==> config.mk <==
export PLATFORM = sky130hd
export DESIGN_NAME = tape_host_transfer_port
export DESIGN_NICKNAME = d
export VERILOG_FILES = /design/src/pkg/tape_port_pkg.sv /design/src/hw/tape_host_transfer_port.sv
export SDC_FILE = /design/constraint.sdc
export NUM_CORES = 1
export LEC_CHECK = 0
export BUFFER_PORTS_ARGS = -buffer_cell sky130_fd_sc_hd__buf_2
export CORE_UTILIZATION = 40
export CTS_CLUSTER_DIAMETER = 80
export DETAILED_ROUTE_END_ITERATION = 16
export GPL_ROUTABILITY_DRIVEN = 0
export SLEW_MARGIN = 20
export SYNTH_ARGS = -nofsm -noshare
export SYNTH_HDL_FRONTEND = slang
export SYNTH_SLANG_ARGS = --single-unit
==> constraint.sdc <==
create_clock -name pclk -period 9.96 [get_ports pclk]
set_input_delay 0.498 -clock pclk [delete_from_list [all_inputs] [get_ports pclk]]
set_output_delay 0.498 -clock pclk [all_outputs]
set_load 0.01 [all_outputs]
==> src/pkg/tape_port_pkg.sv <==
// Purpose: shared constants, field layouts and carriers of the tape host transfer port
// Assumes: one 10 MHz clock; APB register access with 32-bit data
// Notes: timing figures are kept in their own unit, cycle counts derive from them
package tape_port_pkg;

  // ****************************************************************
  // clock and timing
  // ****************************************************************
  localparam int CLK_NS = 100;
  localparam int RD_STROBE_NS = 400;
  localparam int WR_SHORT_NS = 600;
  localparam int RD_STROBE_CYC = (RD_STROBE_NS + CLK_NS - 1) / CLK_NS;
  localparam int WR_SHORT_CYC = WR_SHORT_NS / CLK_NS;
  localparam int CYCLE_NS [8] = '{1000, 1200, 1400, 1600, 2000, 3200, 5000, 13200};
  localparam int RAMP_MIN_MS [4] = '{0, 1, 8, 12};
  localparam int MS_NS = 1000000;
  localparam int RAMP_CYC_PER_MS = MS_NS / CLK_NS;
  localparam int HOLD_NS = 2000;
  localparam int HOLD_CYC = HOLD_NS / CLK_NS;
  localparam int RETRY_STEP = 5;
  localparam int SENSE_BYTES = 8;

  // ****************************************************************
  // register map
  // ****************************************************************
  localparam int ADDR_W = 12;
  localparam logic [ADDR_W-1:0] CTRL_OFS = 12'h000;
  localparam logic [ADDR_W-1:0] STAT_OFS = 12'h004;
  localparam logic [ADDR_W-1:0] CNT_OFS = 12'h008;
  localparam int CTRL_RATE_LSB = 0;
  localparam int CTRL_RAMP_LSB = 3;
  localparam int CTRL_CACHE_BIT = 5;
  localparam int CTRL_RRTY_LSB = 6;
  localparam int CTRL_WRTY_LSB = 8;
  localparam int CTRL_W = 10;
  localparam logic [CTRL_W-1:0] CTRL_RST = 10'h000;

  // ****************************************************************
  // command codes on the host command lines
  // ****************************************************************
  localparam logic [2:0] CMD_FWD_READ = 3'h1;
  localparam logic [2:0] CMD_REV_READ = 3'h2;
  localparam logic [2:0] CMD_BLOCK_WRITE = 3'h3;
  localparam logic [2:0] CMD_SENSE = 3'h4;

  // ****************************************************************
  // carriers
  // ****************************************************************
  typedef struct packed {
    logic command_go;
    logic last_word_flag;
    logic [2:0] cmd;
    logic [7:0] write_data;
  } host_in_t;

  typedef struct packed {
    logic read_char_strobe;
    logic write_char_demand;
    logic [7:0] read_data_lines;
    logic read_parity_line;
    logic unit_busy_ack;
    logic data_phase_busy;
    logic tape_mark_seen;
    logic hard_fail_flag;
    logic data_check;
  } host_out_t;

  typedef struct packed {
    logic valid;
    logic nondata;
    logic [7:0] data;
    logic block_end;
    logic tape_mark;
    logic uncorr;
    logic eot;
    logic wr_done;
    logic wr_fail;
  } tape_in_t;

  typedef struct packed {
    logic fwd;
    logic rev;
    logic decel;
    logic backspace;
    logic erase;
    logic prefetch;
    logic rd_ready;
    logic wr_valid;
    logic [7:0] wr_data;
  } tape_out_t;

endpackage
==> src/hw/tape_host_transfer_port.sv <==
// Purpose: host transfer port of a tape unit: command handshake, read and write strobes
// Assumes: host pins are asynchronous; tape datapath runs on pclk
// Notes: registers over APB, zero wait states, unmapped addresses answer pslverr
//
// The APB interface to the registers and the placing of the registers were decided locally.
`timescale 1ns/1ps
`default_nettype none

// Overview of operation
// [RULE1] eight rates set cycle; read strobe 400 ns
// [RULE2] write strobe is cycle minus 600 ns
// [RULE3] ramp field sets go to data busy delay
// [RULE4] one read strobe per character sent
// [RULE5] read strobe accompanies each write demand
// [RULE6] nine read lines, bit 0 msb, parity
// [RULE7] last word ignored during reads
// [RULE8] check all characters, send only data
// [RULE9] go, unit busy, motion, data busy, strobes
// [RULE10] data busy drops after data and status
// [RULE11] no new command: decelerate, drop unit busy
// [RULE12] cached read ahead retries 0/5/10/15
// [RULE13] failed prefetched block flags data check
// [RULE14] end of tape stops read ahead
// [RULE15] direct tape reads report errors unretried
// [RULE16] cached mode may hold unit busy
// [RULE17] tape mark: skip, flag, no strobes; only uncached forward reads act on it
// [RULE18] reverse read backward, never read ahead
// [RULE19] write, read back check, then end
// [RULE20] demand until host raises last word
// [RULE21] cached write error: backspace, erase, rewrite
// [RULE22] final write failure: flag, reject until sense
// [RULE23] one demand pulse per written character
module tape_host_transfer_port #(
  parameter int RAMP_CYC = tape_port_pkg::RAMP_CYC_PER_MS
) (
  // clock and reset
  input wire logic pclk,
  input wire logic presetn,
  // apb slave
  input wire logic psel,
  input wire logic penable,
  input wire logic pwrite,
  input wire logic [tape_port_pkg::ADDR_W-1:0] paddr,
  input wire logic [31:0] pwdata,
  output logic [31:0] prdata,
  output logic pready,
  output logic pslverr,
  // host pins
  input wire tape_port_pkg::host_in_t host_i,
  output tape_port_pkg::host_out_t host_o,
  // tape datapath
  input wire tape_port_pkg::tape_in_t tape_i,
  output tape_port_pkg::tape_out_t tape_o
);
  import tape_port_pkg::*;

  typedef enum {ST_IDLE, ST_RAMP, ST_READ, ST_WRITE, ST_CHECK, ST_SENSE, ST_END,
                ST_HOLD} state_t;

  localparam int HIN_W = $bits(host_in_t);

  state_t state_r;
  logic [HIN_W-1:0] s1_r, s2_r, s3_r, stab_r;
  host_in_t hq;
  logic go_prev_r, go_rise;
  logic [CTRL_W-1:0] ctrl_r;
  logic [2:0] rate;
  logic [1:0] ramp_sel, rrty_sel, wrty_sel;
  logic cached;
  logic [7:0] cyc_len, wr_wid, rd_lim, wr_lim;
  logic [31:0] ramp_len, ramp_cnt_r;
  logic [7:0] hold_cnt_r, pace_cnt_r, rs_cnt_r, wd_cnt_r, ra_try_r, wr_try_r;
  logic pace_busy, pace_end_r, blk_end_r;
  logic ubusy_r, dbusy_r, tm_r, hf_r, dchk_r, hf_pend_r, ra_fail_r, host_ra_r;
  logic eot_r, fwd_r, rev_r, decel_r, bksp_r, erase_r, pref_r;
  logic rstrobe_r, demand_r, rd_ready_r, wr_valid_r, par_r;
  logic [7:0] rdata_r, wdata_r;
  logic [3:0] sense_idx_r;
  logic [31:0] char_cnt_r;
  logic [7:0] sense_byte;
  logic accept;

  // ****************************************************************
  // host pin synchronisers
  // ****************************************************************
  // three stages; a bit changes once the second and third agree
  always_ff @(posedge pclk or negedge presetn) begin
    if (!presetn) begin
      s1_r <= '0;
      s2_r <= '0;
      s3_r <= '0;
      stab_r <= '0;
      go_prev_r <= 1'b0;
    end else begin
      s1_r <= host_i;
      s2_r <= s1_r;
      s3_r <= s2_r;
      stab_r <= (s2_r & s3_r) | (stab_r & (s2_r ^ s3_r));
      go_prev_r <= hq.command_go;
    end
  end

  assign hq = host_in_t'(stab_r);
  assign go_rise = hq.command_go & ~go_prev_r;

  // ****************************************************************
  // switch settings and derived timing
  // ****************************************************************
  assign rate = ctrl_r[CTRL_RATE_LSB +: 3];
  assign ramp_sel = ctrl_r[CTRL_RAMP_LSB +: 2];
  assign cached = ctrl_r[CTRL_CACHE_BIT];
  assign rrty_sel = ctrl_r[CTRL_RRTY_LSB +: 2];
  assign wrty_sel = ctrl_r[CTRL_WRTY_LSB +: 2];
  assign cyc_len = 8'(CYCLE_NS[rate] / CLK_NS); // [RULE1]
  assign wr_wid = 8'(CYCLE_NS[rate] / CLK_NS - WR_SHORT_CYC); // [RULE2]
  assign ramp_len = (RAMP_MIN_MS[ramp_sel] == 0) ? 32'h0000_0001 :
                    32'(RAMP_MIN_MS[ramp_sel] * RAMP_CYC); // [RULE3]
  assign rd_lim = 8'(int'(rrty_sel) * RETRY_STEP); // [RULE12]
  assign wr_lim = (wrty_sel == 2'h3) ? 8'(3 * RETRY_STEP) :
                  8'((int'(wrty_sel) + 1) * RETRY_STEP); // [RULE21]
  assign pace_busy = (pace_cnt_r != 8'h00);
  assign accept = tape_i.valid & rd_ready_r;

  // ****************************************************************
  // command sequencer
  // ****************************************************************
  // handshake lines, motion and per-command status flags
  always_ff @(posedge pclk or negedge presetn) begin
    if (!presetn) begin
      state_r <= ST_IDLE;
      ubusy_r <= 1'b0;
      dbusy_r <= 1'b0;
      tm_r <= 1'b0;
      hf_r <= 1'b0;
      dchk_r <= 1'b0;
      fwd_r <= 1'b0;
      rev_r <= 1'b0;
      decel_r <= 1'b0;
      ramp_cnt_r <= 32'h0000_0000;
      hold_cnt_r <= 8'h00;
      blk_end_r <= 1'b0;
      host_ra_r <= 1'b0;
    end else begin
      decel_r <= 1'b0;
      case (state_r)
        ST_IDLE, ST_HOLD: begin
          if (go_rise) begin
            ubusy_r <= 1'b1; // [RULE9]
            blk_end_r <= 1'b0;
            host_ra_r <= cached & ra_fail_r & (hq.cmd == CMD_FWD_READ);
            if (hf_pend_r && hq.cmd != CMD_SENSE) begin
              hf_r <= 1'b1; // [RULE22]
              state_r <= ST_END;
            end else if (hq.cmd == CMD_SENSE) begin
              state_r <= ST_SENSE;
            end else if (hq.cmd == CMD_FWD_READ || hq.cmd == CMD_REV_READ ||
                         hq.cmd == CMD_BLOCK_WRITE) begin
              ramp_cnt_r <= ramp_len; // [RULE3]
              fwd_r <= (hq.cmd != CMD_REV_READ);
              rev_r <= (hq.cmd == CMD_REV_READ); // [RULE18]
              state_r <= ST_RAMP;
            end else begin
              state_r <= ST_END;
            end
          end else if (state_r == ST_HOLD) begin
            if (hold_cnt_r != 8'h00) begin
              hold_cnt_r <= hold_cnt_r - 8'h01;
            end else begin
              decel_r <= 1'b1; // [RULE11]
              fwd_r <= 1'b0;
              rev_r <= 1'b0;
              ubusy_r <= cached; // [RULE16]
              state_r <= ST_IDLE;
            end
          end
        end
        ST_RAMP: begin
          if (ramp_cnt_r > 32'h0000_0001) begin
            ramp_cnt_r <= ramp_cnt_r - 32'h0000_0001;
          end else begin
            dbusy_r <= 1'b1; // [RULE9]
            state_r <= (rev_r || hq.cmd != CMD_BLOCK_WRITE) ? ST_READ : ST_WRITE;
          end
        end
        ST_READ: begin
          // last word is not looked at here
          if (tape_i.tape_mark && !cached && fwd_r) begin
            tm_r <= 1'b1; // [RULE17]
            state_r <= ST_END;
          end else begin
            if (tape_i.uncorr) begin
              dchk_r <= 1'b1; // [RULE15]
            end
            if (tape_i.block_end) begin
              blk_end_r <= 1'b1;
            end
            if (blk_end_r && !pace_busy && !rstrobe_r) begin
              if (host_ra_r) begin
                dchk_r <= 1'b1; // [RULE13]
              end
              state_r <= ST_END; // [RULE7]
            end
          end
        end
        ST_WRITE: begin
          if (pace_end_r && hq.last_word_flag) begin
            state_r <= ST_CHECK; // [RULE20]
          end
        end
        ST_CHECK: begin
          if (tape_i.wr_done && !(tape_i.wr_fail && cached && wr_try_r < wr_lim)) begin
            dchk_r <= tape_i.wr_fail & ~cached;
            state_r <= ST_END; // [RULE19]
          end
        end
        ST_SENSE: begin
          dbusy_r <= 1'b1; // [RULE9]
          if (sense_idx_r == 4'(SENSE_BYTES) && !pace_busy) begin
            state_r <= ST_END;
          end
        end
        ST_END: begin
          // status lines settle one cycle before data busy falls
          dbusy_r <= 1'b0; // [RULE10]
          hold_cnt_r <= 8'(HOLD_CYC);
          state_r <= ST_HOLD;
        end
        default: state_r <= ST_IDLE;
      endcase
      if (state_r inside {ST_IDLE, ST_HOLD} && go_rise) begin
        tm_r <= 1'b0;
        hf_r <= hf_pend_r & (hq.cmd != CMD_SENSE);
        dchk_r <= 1'b0;
      end
    end
  end

  // ****************************************************************
  // read-ahead and write recovery
  // ****************************************************************
  always_ff @(posedge pclk or negedge presetn) begin
    if (!presetn) begin
      eot_r <= 1'b0;
      pref_r <= 1'b0;
      ra_try_r <= 8'h00;
      ra_fail_r <= 1'b0;
      wr_try_r <= 8'h00;
      hf_pend_r <= 1'b0;
      bksp_r <= 1'b0;
      erase_r <= 1'b0;
    end else begin
      bksp_r <= 1'b0;
      erase_r <= 1'b0;
      if (tape_i.eot && !rev_r) begin
        eot_r <= 1'b1; // [RULE14]
      end else if (rev_r) begin
        eot_r <= 1'b0;
      end
      pref_r <= cached & ~eot_r & fwd_r & ~rev_r &
                (state_r == ST_IDLE || state_r == ST_HOLD); // [RULE14] [RULE18]
      if (pref_r && tape_i.uncorr) begin
        if (ra_try_r < rd_lim) begin
          bksp_r <= 1'b1; // [RULE12]
          ra_try_r <= ra_try_r + 8'h01;
        end else begin
          ra_fail_r <= 1'b1;
          ra_try_r <= 8'h00;
        end
      end else if (pref_r && tape_i.block_end) begin
        ra_try_r <= 8'h00;
      end
      if (state_r == ST_READ && blk_end_r && host_ra_r) begin
        ra_fail_r <= 1'b0;
      end
      if (state_r == ST_CHECK && tape_i.wr_done && tape_i.wr_fail && cached) begin
        if (wr_try_r < wr_lim) begin
          bksp_r <= 1'b1; // [RULE21]
          erase_r <= 1'b1;
          wr_try_r <= wr_try_r + 8'h01;
        end else begin
          hf_pend_r <= 1'b1; // [RULE22]
          wr_try_r <= 8'h00;
        end
      end else if (state_r == ST_END) begin
        wr_try_r <= 8'h00;
      end
      if (state_r == ST_SENSE && sense_idx_r == 4'(SENSE_BYTES)) begin
        hf_pend_r <= 1'b0;
      end
    end
  end

  // ****************************************************************
  // character pacer
  // ****************************************************************
  // sense bytes: status first, switch settings second, rest zero
  always_comb begin
    sense_byte = 8'h00;
    if (sense_idx_r == 4'h0) begin
      sense_byte = {dchk_r, hf_pend_r, tm_r, eot_r, ra_fail_r, cached, 2'h0};
    end else if (sense_idx_r == 4'h1) begin
      sense_byte = {rate, ramp_sel, 1'b0, wrty_sel};
    end
  end

  // strobes, read bus and write capture
  always_ff @(posedge pclk or negedge presetn) begin
    if (!presetn) begin
      pace_cnt_r <= 8'h00;
      rs_cnt_r <= 8'h00;
      wd_cnt_r <= 8'h00;
      pace_end_r <= 1'b0;
      rstrobe_r <= 1'b0;
      demand_r <= 1'b0;
      rdata_r <= 8'h00;
      par_r <= 1'b1;
      rd_ready_r <= 1'b0;
      wr_valid_r <= 1'b0;
      wdata_r <= 8'h00;
      sense_idx_r <= 4'h0;
      char_cnt_r <= 32'h0000_0000;
    end else begin
      wr_valid_r <= 1'b0;
      pace_end_r <= (pace_cnt_r == 8'h01);
      if (pace_busy) begin
        pace_cnt_r <= pace_cnt_r - 8'h01;
      end
      if (rs_cnt_r > 8'h01) begin
        rs_cnt_r <= rs_cnt_r - 8'h01;
      end else begin
        rs_cnt_r <= 8'h00;
        rstrobe_r <= 1'b0;
      end
      if (wd_cnt_r > 8'h01) begin
        wd_cnt_r <= wd_cnt_r - 8'h01;
      end else if (wd_cnt_r == 8'h01) begin
        wd_cnt_r <= 8'h00;
        demand_r <= 1'b0;
        wr_valid_r <= 1'b1; // host data taken at the trailing edge
        wdata_r <= hq.write_data;
      end
      rd_ready_r <= (state_r == ST_READ) & ~pace_busy & ~rstrobe_r & ~accept;
      if (state_r == ST_IDLE || state_r == ST_HOLD) begin
        sense_idx_r <= 4'h0;
        if (go_rise) begin
          char_cnt_r <= 32'h0000_0000;
        end
      end
      if (accept && !tape_i.nondata) begin
        rdata_r <= tape_i.data; // [RULE8]
        par_r <= ~^tape_i.data;
        rstrobe_r <= 1'b1; // [RULE4]
        rs_cnt_r <= 8'(RD_STROBE_CYC);
        pace_cnt_r <= cyc_len;
        char_cnt_r <= char_cnt_r + 32'h0000_0001;
      end else if (state_r == ST_WRITE && !pace_busy && !(pace_end_r && hq.last_word_flag)) begin
        demand_r <= 1'b1; // [RULE23]
        rstrobe_r <= 1'b1; // [RULE5]
        wd_cnt_r <= wr_wid; // [RULE2]
        rs_cnt_r <= 8'(RD_STROBE_CYC); // [RULE1]
        pace_cnt_r <= cyc_len - 8'h01;
        char_cnt_r <= char_cnt_r + 32'h0000_0001;
      end else if (state_r == ST_SENSE && dbusy_r && !pace_busy && !rstrobe_r &&
                   sense_idx_r != 4'(SENSE_BYTES)) begin
        rdata_r <= sense_byte; // [RULE6]
        par_r <= ~^sense_byte;
        rstrobe_r <= 1'b1;
        rs_cnt_r <= 8'(RD_STROBE_CYC);
        pace_cnt_r <= cyc_len;
        sense_idx_r <= sense_idx_r + 4'h1;
      end
    end
  end

  // ****************************************************************
  // apb registers
  // ****************************************************************
  always_ff @(posedge pclk or negedge presetn) begin
    if (!presetn) begin
      ctrl_r <= CTRL_RST;
      pready <= 1'b0;
      pslverr <= 1'b0;
      prdata <= 32'h0000_0000;
    end else begin
      pready <= psel & ~penable & ~pready;
      pslverr <= 1'b0;
      if (psel && !penable) begin
        prdata <= 32'h0000_0000;
        case (paddr)
          CTRL_OFS: begin
            prdata <= 32'(ctrl_r);
          end
          STAT_OFS: begin
            prdata <= {22'h0, hf_pend_r, ra_fail_r, eot_r, dchk_r, tm_r,
                       ubusy_r, dbusy_r, 3'(state_r)};
          end
          CNT_OFS: begin
            prdata <= char_cnt_r;
          end
          default: begin
            pslverr <= 1'b1;
          end
        endcase
      end
      if (psel && penable && pready && pwrite && paddr == CTRL_OFS) begin
        ctrl_r <= pwdata[CTRL_W-1:0]; // takes effect with the access edge
      end
    end
  end

  // ****************************************************************
  // outputs
  // ****************************************************************
  assign host_o = '{read_char_strobe: rstrobe_r, write_char_demand: demand_r,
                    read_data_lines: rdata_r, read_parity_line: par_r,
                    unit_busy_ack: ubusy_r, data_phase_busy: dbusy_r,
                    tape_mark_seen: tm_r, hard_fail_flag: hf_r, data_check: dchk_r};
  assign tape_o = '{fwd: fwd_r, rev: rev_r, decel: decel_r, backspace: bksp_r,
                    erase: erase_r, prefetch: pref_r, rd_ready: rd_ready_r,
                    wr_valid: wr_valid_r, wr_data: wdata_r};

  // ****************************************************************
  // assertions
  // ****************************************************************
  AST_RD_WIDTH: assert property (@(posedge pclk) disable iff (!presetn) // [RULE1]
    $rose(rstrobe_r) |-> rstrobe_r [*4] ##1 !rstrobe_r)
    else $error("read strobe width is not four cycles");
  AST_WR_WIDTH: assert property (@(posedge pclk) disable iff (!presetn) // [RULE2]
    $rose(demand_r) && rate == 3'h1 |-> demand_r [*6] ##1 !demand_r)
    else $error("write demand width wrong at rate one");
  AST_DEMAND_PAIRS: assert property (@(posedge pclk) disable iff (!presetn) // [RULE5]
    $rose(demand_r) |-> $rose(rstrobe_r))
    else $error("write demand without read strobe");
  AST_STROBE_IN_DATA: assert property (@(posedge pclk) disable iff (!presetn) // [RULE9]
    rstrobe_r |-> dbusy_r && ubusy_r)
    else $error("strobe outside data phase");
  AST_DBUSY_ORDER: assert property (@(posedge pclk) disable iff (!presetn) // [RULE9]
    $rose(dbusy_r) |-> $past(ubusy_r))
    else $error("data busy rose before unit busy");
  AST_PARITY: assert property (@(posedge pclk) disable iff (!presetn) // [RULE6]
    $rose(rstrobe_r) |-> host_o.read_parity_line == ~^host_o.read_data_lines)
    else $error("read parity is not odd");
  AST_MARK_QUIET: assert property (@(posedge pclk) disable iff (!presetn) // [RULE17]
    $rose(tm_r) |-> !rstrobe_r ##1 !dbusy_r)
    else $error("tape mark block strobed data");
  AST_UBUSY_DROP: assert property (@(posedge pclk) disable iff (!presetn) // [RULE11]
    $fell(ubusy_r) |-> !dbusy_r && decel_r && !cached)
    else $error("unit busy dropped out of order");
  AST_REJECT: assert property (@(posedge pclk) disable iff (!presetn) // [RULE22]
    state_r == ST_IDLE && go_rise && hf_pend_r && hq.cmd != CMD_SENSE
    |=> hf_r && !dbusy_r ##1 !dbusy_r)
    else $error("command not rejected after hard failure");
  AST_NO_PREFETCH: assert property (@(posedge pclk) disable iff (!presetn) // [RULE14]
    pref_r |-> !eot_r || !$past(eot_r))
    else $error("read ahead past end of tape");

endmodule

`default_nettype wire

==> Word level (Yosys, flattened, before mapping) <==
Memory sizes are Yosys's and may differ from the RTL's.
Cells that the tools add are included.
{ "word_totals": {"input_bits": 78, "rom_bits": 256, "reg_bits": 283, "memories": 1, "word_cells": 374, "out_inout_bits": 66} }
{ "op_classes": {"reduce_logical": 92, "eq_ne": 55, "n_div": 1, "n_mux": 129, "magnitude_cmp": 7, "multipliers": 3, "addsub": 12, "bitwise": 31} }
{ "memory_table": {"columns": ["name", "depth", "width", "read_ports", "rd_ports_with_merged_regs", "wr", "line_no", "source"], "rows": [
  ["(no name shown)", 8, 32, 1, 0, 0, "tape_host_transfer_port.sv:115", "assign wr_wid = 8'(CYCLE_NS[rate] / CLK_NS - WR_SHORT_CYC);"]
]} }
{ "ops": {"columns": ["op", "n"], "rows": [
  ["2-to-1 mux 32 bit", 23],
  ["one-hot mux 32 bit (7 select lines)", 1],
  ["2-to-1 mux 8 bit", 26],
  ["== test 32 x 3 -> 1 bit, second input constant", 6],
  ["== test 32 x 4 -> 1 bit, second input constant", 4],
  ["logical NOT 32 bit", 3],
  ["one-hot mux 32 bit (3 select lines)", 1],
  ["binary-select mux 32 bit (select 2 bit)", 1],
  ["== test 32 x 2 -> 1 bit, second input constant", 2],
  ["2-to-1 mux 1 bit", 64],
  ["one-hot mux 32 bit (2 select lines)", 1],
  ["subtractor 8 x 1 -> 8 bit, second input constant", 5],
  ["inequality test 2 bit, second input constant", 18],
  ["adder 32 x 1 -> 32 bit, second input constant", 1],
  ["divider 32 x 8 -> 32 bit, second input constant", 1],
  ["== test 32 x 1 -> 1 bit, second input constant", 1],
  ["> comparator 32 x 1 -> 1 bit, second input constant", 1],
  ["logical AND 1 bit", 32],
  ["multiplier 32 x 11 -> 28 bit, second input constant", 1],
  ["nonzero test 2 bit", 16],
  ["subtractor 32 x 1 -> 32 bit, second input constant", 1],
  ["bitwise AND 13 bit", 2],
  ["inequality test 3 bit, second input constant", 6],
  ["adder 8 x 1 -> 8 bit, second input constant", 2],
  ["50 further kinds", 111]
]} }

==> Depth between registers and ports, before layout <==
{ "logic_depth": {"word_depth": 11, "ltp_mapped": 39, "ltp_nobuf": 33} }

==> Worst setup path before layout <==
Ideal clock, no wire load.
{ "synth_timing": {"path_type": "register to register", "from": "register ctrl_r[1]", "to": "register pace_cnt_r[6]", "period_less_slack_ns": 7.776, "slack_ns": 2.184, "n_path_buf": 3, "setup_ns": 0.130, "t_arrival_ns": 7.646, "stages_incl_launch_ff": 35, "required_ns": 9.830, "cell_sequence": "dfrtp_1 -> buf_4 -> buf_2 -> nand2_1 -> inv_1 -> ha_1 -> nor2b_1 -> and2_1 -> o31a_1 -> o21ai_1 -> nand2_1 -> o21ai_0 -> ha_1 -> nor2_1 -> a31o_1 -> o311a_1 -> o31ai_4 -> nor2_1 -> o311ai_1 -> o211ai_2 -> a31o_2 -> a211o_1 -> nor3_1 -> nor2_1 -> ha_1 -> nor4_2 -> o2111ai_2 -> a311o_1 -> buf_6 -> o32ai_2 -> and4_1 -> ha_1 -> a41oi_1 -> o21ai_0 -> a31oi_1"} }
{ "synth_via": {"elab_chain_cells": 8, "elab_cells_between_ends": 9, "cone_classes": "1 x add/sub; 1 x div; 5 x mux; 1 x bitwise; 1 x memory"} }
{ "synth_rtl": {"columns": ["element", "line_no", "source"], "rows": [
  ["start, declared", "tape_host_transfer_port.sv:66", "logic [CTRL_W-1:0] ctrl_r;"],
  ["start signal, assigned", "tape_host_transfer_port.sv:406", "ctrl_r <= pwdata[CTRL_W-1:0];"],
  ["inverter 3 -> 4 bit (not written as such) *", "tape_host_transfer_port.sv:114", "assign cyc_len = 8'(CYCLE_NS[rate] / CLK_NS);"],
  ["memory read (8 x 32 bit) *", null, null],
  ["2-to-1 mux 32 bit * (2 in series)", null, null],
  ["divider 32 x 8 -> 32 bit *", null, null],
  ["subtractor 8 x 1 -> 8 bit or 2-to-1 mux 8 bit (tied branches)", "tape_host_transfer_port.sv:361, tape_host_transfer_port.sv:363", null],
  ["2-to-1 mux 8 bit", "tape_host_transfer_port.sv:356", "end else if (state_r == ST_WRITE && !pace_busy && !(pace_end_r && hq.last_word_flag)) begin"],
  ["2-to-1 mux 8 bit *", "tape_host_transfer_port.sv:349", "if (accept && !tape_i.nondata) begin"],
  ["end signal, assigned", "tape_host_transfer_port.sv:354", "pace_cnt_r <= cyc_len;"],
  ["end signal, assigned", "tape_host_transfer_port.sv:361", "pace_cnt_r <= cyc_len - 8'h01;"],
  ["end signal, assigned", "tape_host_transfer_port.sv:369", "pace_cnt_r <= cyc_len;"],
  ["end, declared", "tape_host_transfer_port.sv:72", "logic [7:0] hold_cnt_r, pace_cnt_r, rs_cnt_r, wd_cnt_r, ra_try_r, wr_try_r;"]
]} }
Mark *: on every way between the ends. The rest lies on a longest branch, timed or not. The select of a mux whose other input is x is not followed.
A chain may end at the register's enable or synchronous reset.

==> Final worst setup path <==
{ "layout_timing": {"from": "register ctrl_r[0]", "to": "register pace_cnt_r[5]"} }
Same word-level chain as after synthesis.

==> results.py <==
metrics = {
    "logic_synthesis": {
        "synthTopCellsByArea": "dfrtp_1 42%, o21ai_0 5.7%, nand2_1 5.7%",
        "synthCells": 1684,
        "ys.flop_type": "dfrtp_1",
        "yosys_warnings": 0,
        "syn_avg_cell_area_um2": 8.92,
        "synth_top_area_share_pct": 42.2,
        "yosysSeqAreaShare_pct": 42.3,
        "async_flop_share_pct": 100,
        "synthDistinctLibCells": 108,
        "synth_edf_count": 0,
        "yosysTopAreaCell": "dfrtp_1",
        "synth_seq_cells": 254,
        "synth_area_um2": 15000,
    },
    "global_route": {
        "antenna_found_initial": 0,
        "grt_pass1_wl_mm": 64.5,
        "grt_pass1_vias": 12200,
        "gr-total-overflow": 0,
        "grt_max_degree": 168,
        "grt_usage_pct": 20.5,
    },
    "sta": {
        "clock_skew_ps": 15.8,
        "finalWorstSetupSlack_ps": 697,
        "finalSetupTns_ps": 0,
        "timing.fmax_mhz": 108,
        "setup_viol": 0,
        "finalCriticalPeriod_ps": 9260,
        "period_share_pct": 93.0,
        "timing.final.hold_violations": 0,
        "rsz0062_at_grt": "no",
        "tightest_slew_ps": 1040,
        "drv_slew": 0,
        "maxSlewHeadroom_pct": 30.5,
    },
    "worst_setup_path": {
        "timing.rr.end": "pace_cnt_r[5]$_DFFE_PN0P_",
        "crit_path_start_kind": "register",
        "critPathMaxFanout": 10,
        "cp-end-kind": "register",
        "cpPeakStageDelay_ps": 540,
        "r2r_cells": 32,
        "critPathRequiredTime_ps": 10440,
        "worstPathArrival_ps": 9740,
        "slowest_stage": "dfrtp_1",
        "r2r-start": "ctrl_r[0]$_DFFE_PN0P_",
        "critical_path_class": "register to register",
        "ff2ff_setup_slack_ps": 700,
        "crit_top_cell": "ha_1",
    },
    "clock_tree": {
        "htreeDepth": 1,
        "cts_root_buf": "clkbuf_16",
        "cts-buffers-inserted": 31,
        "post_cts_buffers": 0,
        "clock_latency_ps": 570,
        "clkTransAtPathRegs_ps": 60,
        "cts_tree": "yes",
        "cts_buffer_depth": 3,
        "clock_sinks": 254,
    },
    "layout": {
        "drive_gt1_share_pct": 14.0,
        "final_cells": 2271,
        "nets": 1924,
        "diodes": 0,
        "area_delta_synth_final_pct": 13.5,
        "fin_util_pct": 46.3,
    },
    "place": {
        "portBuffers": 121,
        "dp.cells": 2216,
        "place_ws_ps": 847,
        "dp_hpwl_mm": 28.3,
    },
    "power_and_ir_drop": {
        "leakagePower_nw": 7.72,
        "p_total_mw": 2.94,
        "ir_drop_mv": 0.157,
        "p_per_area_nw_per_um2": 172,
    },
    "route": {
        "firstDrtPassIters": 6,
        "wl_per_cell_um": 17.2,
        "wl_mm": 39.0,
        "drc": 0,
        "ant_nets": 0,
        "via_per_inst": 5.61,
        "via_count": 12700,
        "drt_iter0_drc": 871,
    },
    "floorplan": {
        "die_area_um2": 38300,
        "fp.coreArea_um2": 36800,
        "initial_utilization_pct": 40.8,
        "pin_count": 144,
        "die_h_um": 196,
        "die_w_um": 196,
        "rows": 70,
    },
    "run": {
        "cap_violations": 0,
    },
    "hold_path": {
        "worstHoldStart": "host_i[5]",
        "hp-class": "input pin to register",
        "min_to": "s1_r[5]$_DFF_PN0_",
        "whs_path_depth": 1,
    },
    "outcome": {
        "status": "complete, no violations",
    },
}
==> cells by family (layout without fill, tap and decap cells) <==
family / Yosys count / count (layout) / synth area share [%]
AOI/OAI and AO/OA: 481 / 481 / 21.5
xor gates and xnor gates: 62 / 62 / 3.62
adders and majority gates: 63 / 63 / 5.25
buffers and inverters: 122 / 240 / 3.85
DFF: 254 / 254 / 42.3
muxes: 24 / 24 / 1.71
other: 1 / 2 / 0.0250
and+or+nand+nor: 677 / 677 / 21.7
==> final cells by class <==
class                   count  area, µm²
multi-input cells        1309       8110
flip-flops and latches    254       6360
clock buffers              39        846
clock inverters            14        196
inverters                  47        181
well taps                 468        586
fillers                  3569      19700
repair buffers            140        777
==> metrics by stage <==
stage | hold WS, ps | cell area [µm²]
6_report | 30.9 | 17000
4_1_cts | 4.95 | 17000
5_1_grt | 7.22 | 17000
3_5_place_dp | 335 | 16000
2_1_floorplan | 202 | 15000
3_3_place_gp | 334 | 16000
==> per-layer routing <==
| layer | vias to the layer above | part of all wire (%) | GRT usage [%] |
|---|---|---|---|
| li1 | 6258 | - | - |
| met5 | - | 0 | 0 |
| met2 | 307 | 44 | 32.4 |
| met4 | 0 | 2.9 | 6.42 |
| met1 | 6117 | 49 | 29.2 |
| met3 | 65 | 4.1 | 2.70 |
==> Yosys cell counts (20+ instances only) <==
cell and n:
a21o_1 24, a21oi_1 89, and2_1 21, and3_1 22
buf_4 20, clkbuf_1 41, dfrtp_1 253, ha_1 63
inv_1 44, nand2_1 229, nand3_1 64, nor2_1 163
nor3_1 31, nor4_1 24, o21ai_0 172, o31ai_1 20
or3_1 20, xnor2_1 39, xor2_1 23
==> worst max-delay path by stage <==
stage | slack (ps) | start | end
floorplan | 2180 | ctrl_r[1]$_DFFE_PN0P_ | pace_cnt_r[6]$_DFFE_PN0P_
global placement | 1100 | ctrl_r[0]$_DFFE_PN0P_ | pace_cnt_r[5]$_DFFE_PN0P_
detailed placement | 850 | ctrl_r[0]$_DFFE_PN0P_ | pace_cnt_r[5]$_DFFE_PN0P_
CTS | 830 | ctrl_r[0]$_DFFE_PN0P_ | pace_cnt_r[5]$_DFFE_PN0P_
global route | 130 | ctrl_r[0]$_DFFE_PN0P_ | pace_cnt_r[5]$_DFFE_PN0P_
finish | 700 | ctrl_r[0]$_DFFE_PN0P_ | pace_cnt_r[5]$_DFFE_PN0P_
==> power by group <==
| part | leakage, nW | switching [mW] | total [mW] | internal [mW] |
|---|---|---|---|---|
| registers | 3.24 | 0.0865 | 1.19 | 1.11 |
| clock network | 0.507 | 0.451 | 1.15 | 0.702 |
| logic | 3.97 | 0.366 | 0.587 | 0.222 |
==> registers in the layout, summed over array words and instances, names as in the netlist, 10 cells and up <==
name        cells
char_cnt_r     32
ctrl_r         10
hq             13
prdata         32
ramp_cnt_r     32
s1_r           13
s2_r           13
s3_r           13
==> worst max-delay path, delay by kind of cell, from the launching register on <==
kind                     cells  cell delay, ps
AO/OA/AOI/OAI               12            3560
AND/OR/NAND/NOR             11            2800
adder cells (fa/ha/maj)      5            1380
flip-flops                   1             540
multiplexers                 1             500
buffers and inverters        3             360
==> placed cells by master (no fill, tap or decap), types with 31 or more instances in the layout <==
cell,n
o21ai_0,171
clkbuf_16,31
nand2_1,229
nand3_1,64
xnor2_1,39
a21oi_1,89
ha_1,63
buf_2,120
dfrtp_1,253
inv_1,44
nor2_1,163
==> repair_timing <==
| item | 4_1_cts | 5_1_grt |
|---|---|---|
| hold endpoints to repair | 86 | 0 |
| hold buffers | 1 | 0 |
| gates resized for setup | 0 | 0 |
| endpoints found under the setup margin | 0 | 0 |
Power figures use the tool's default switching activity.
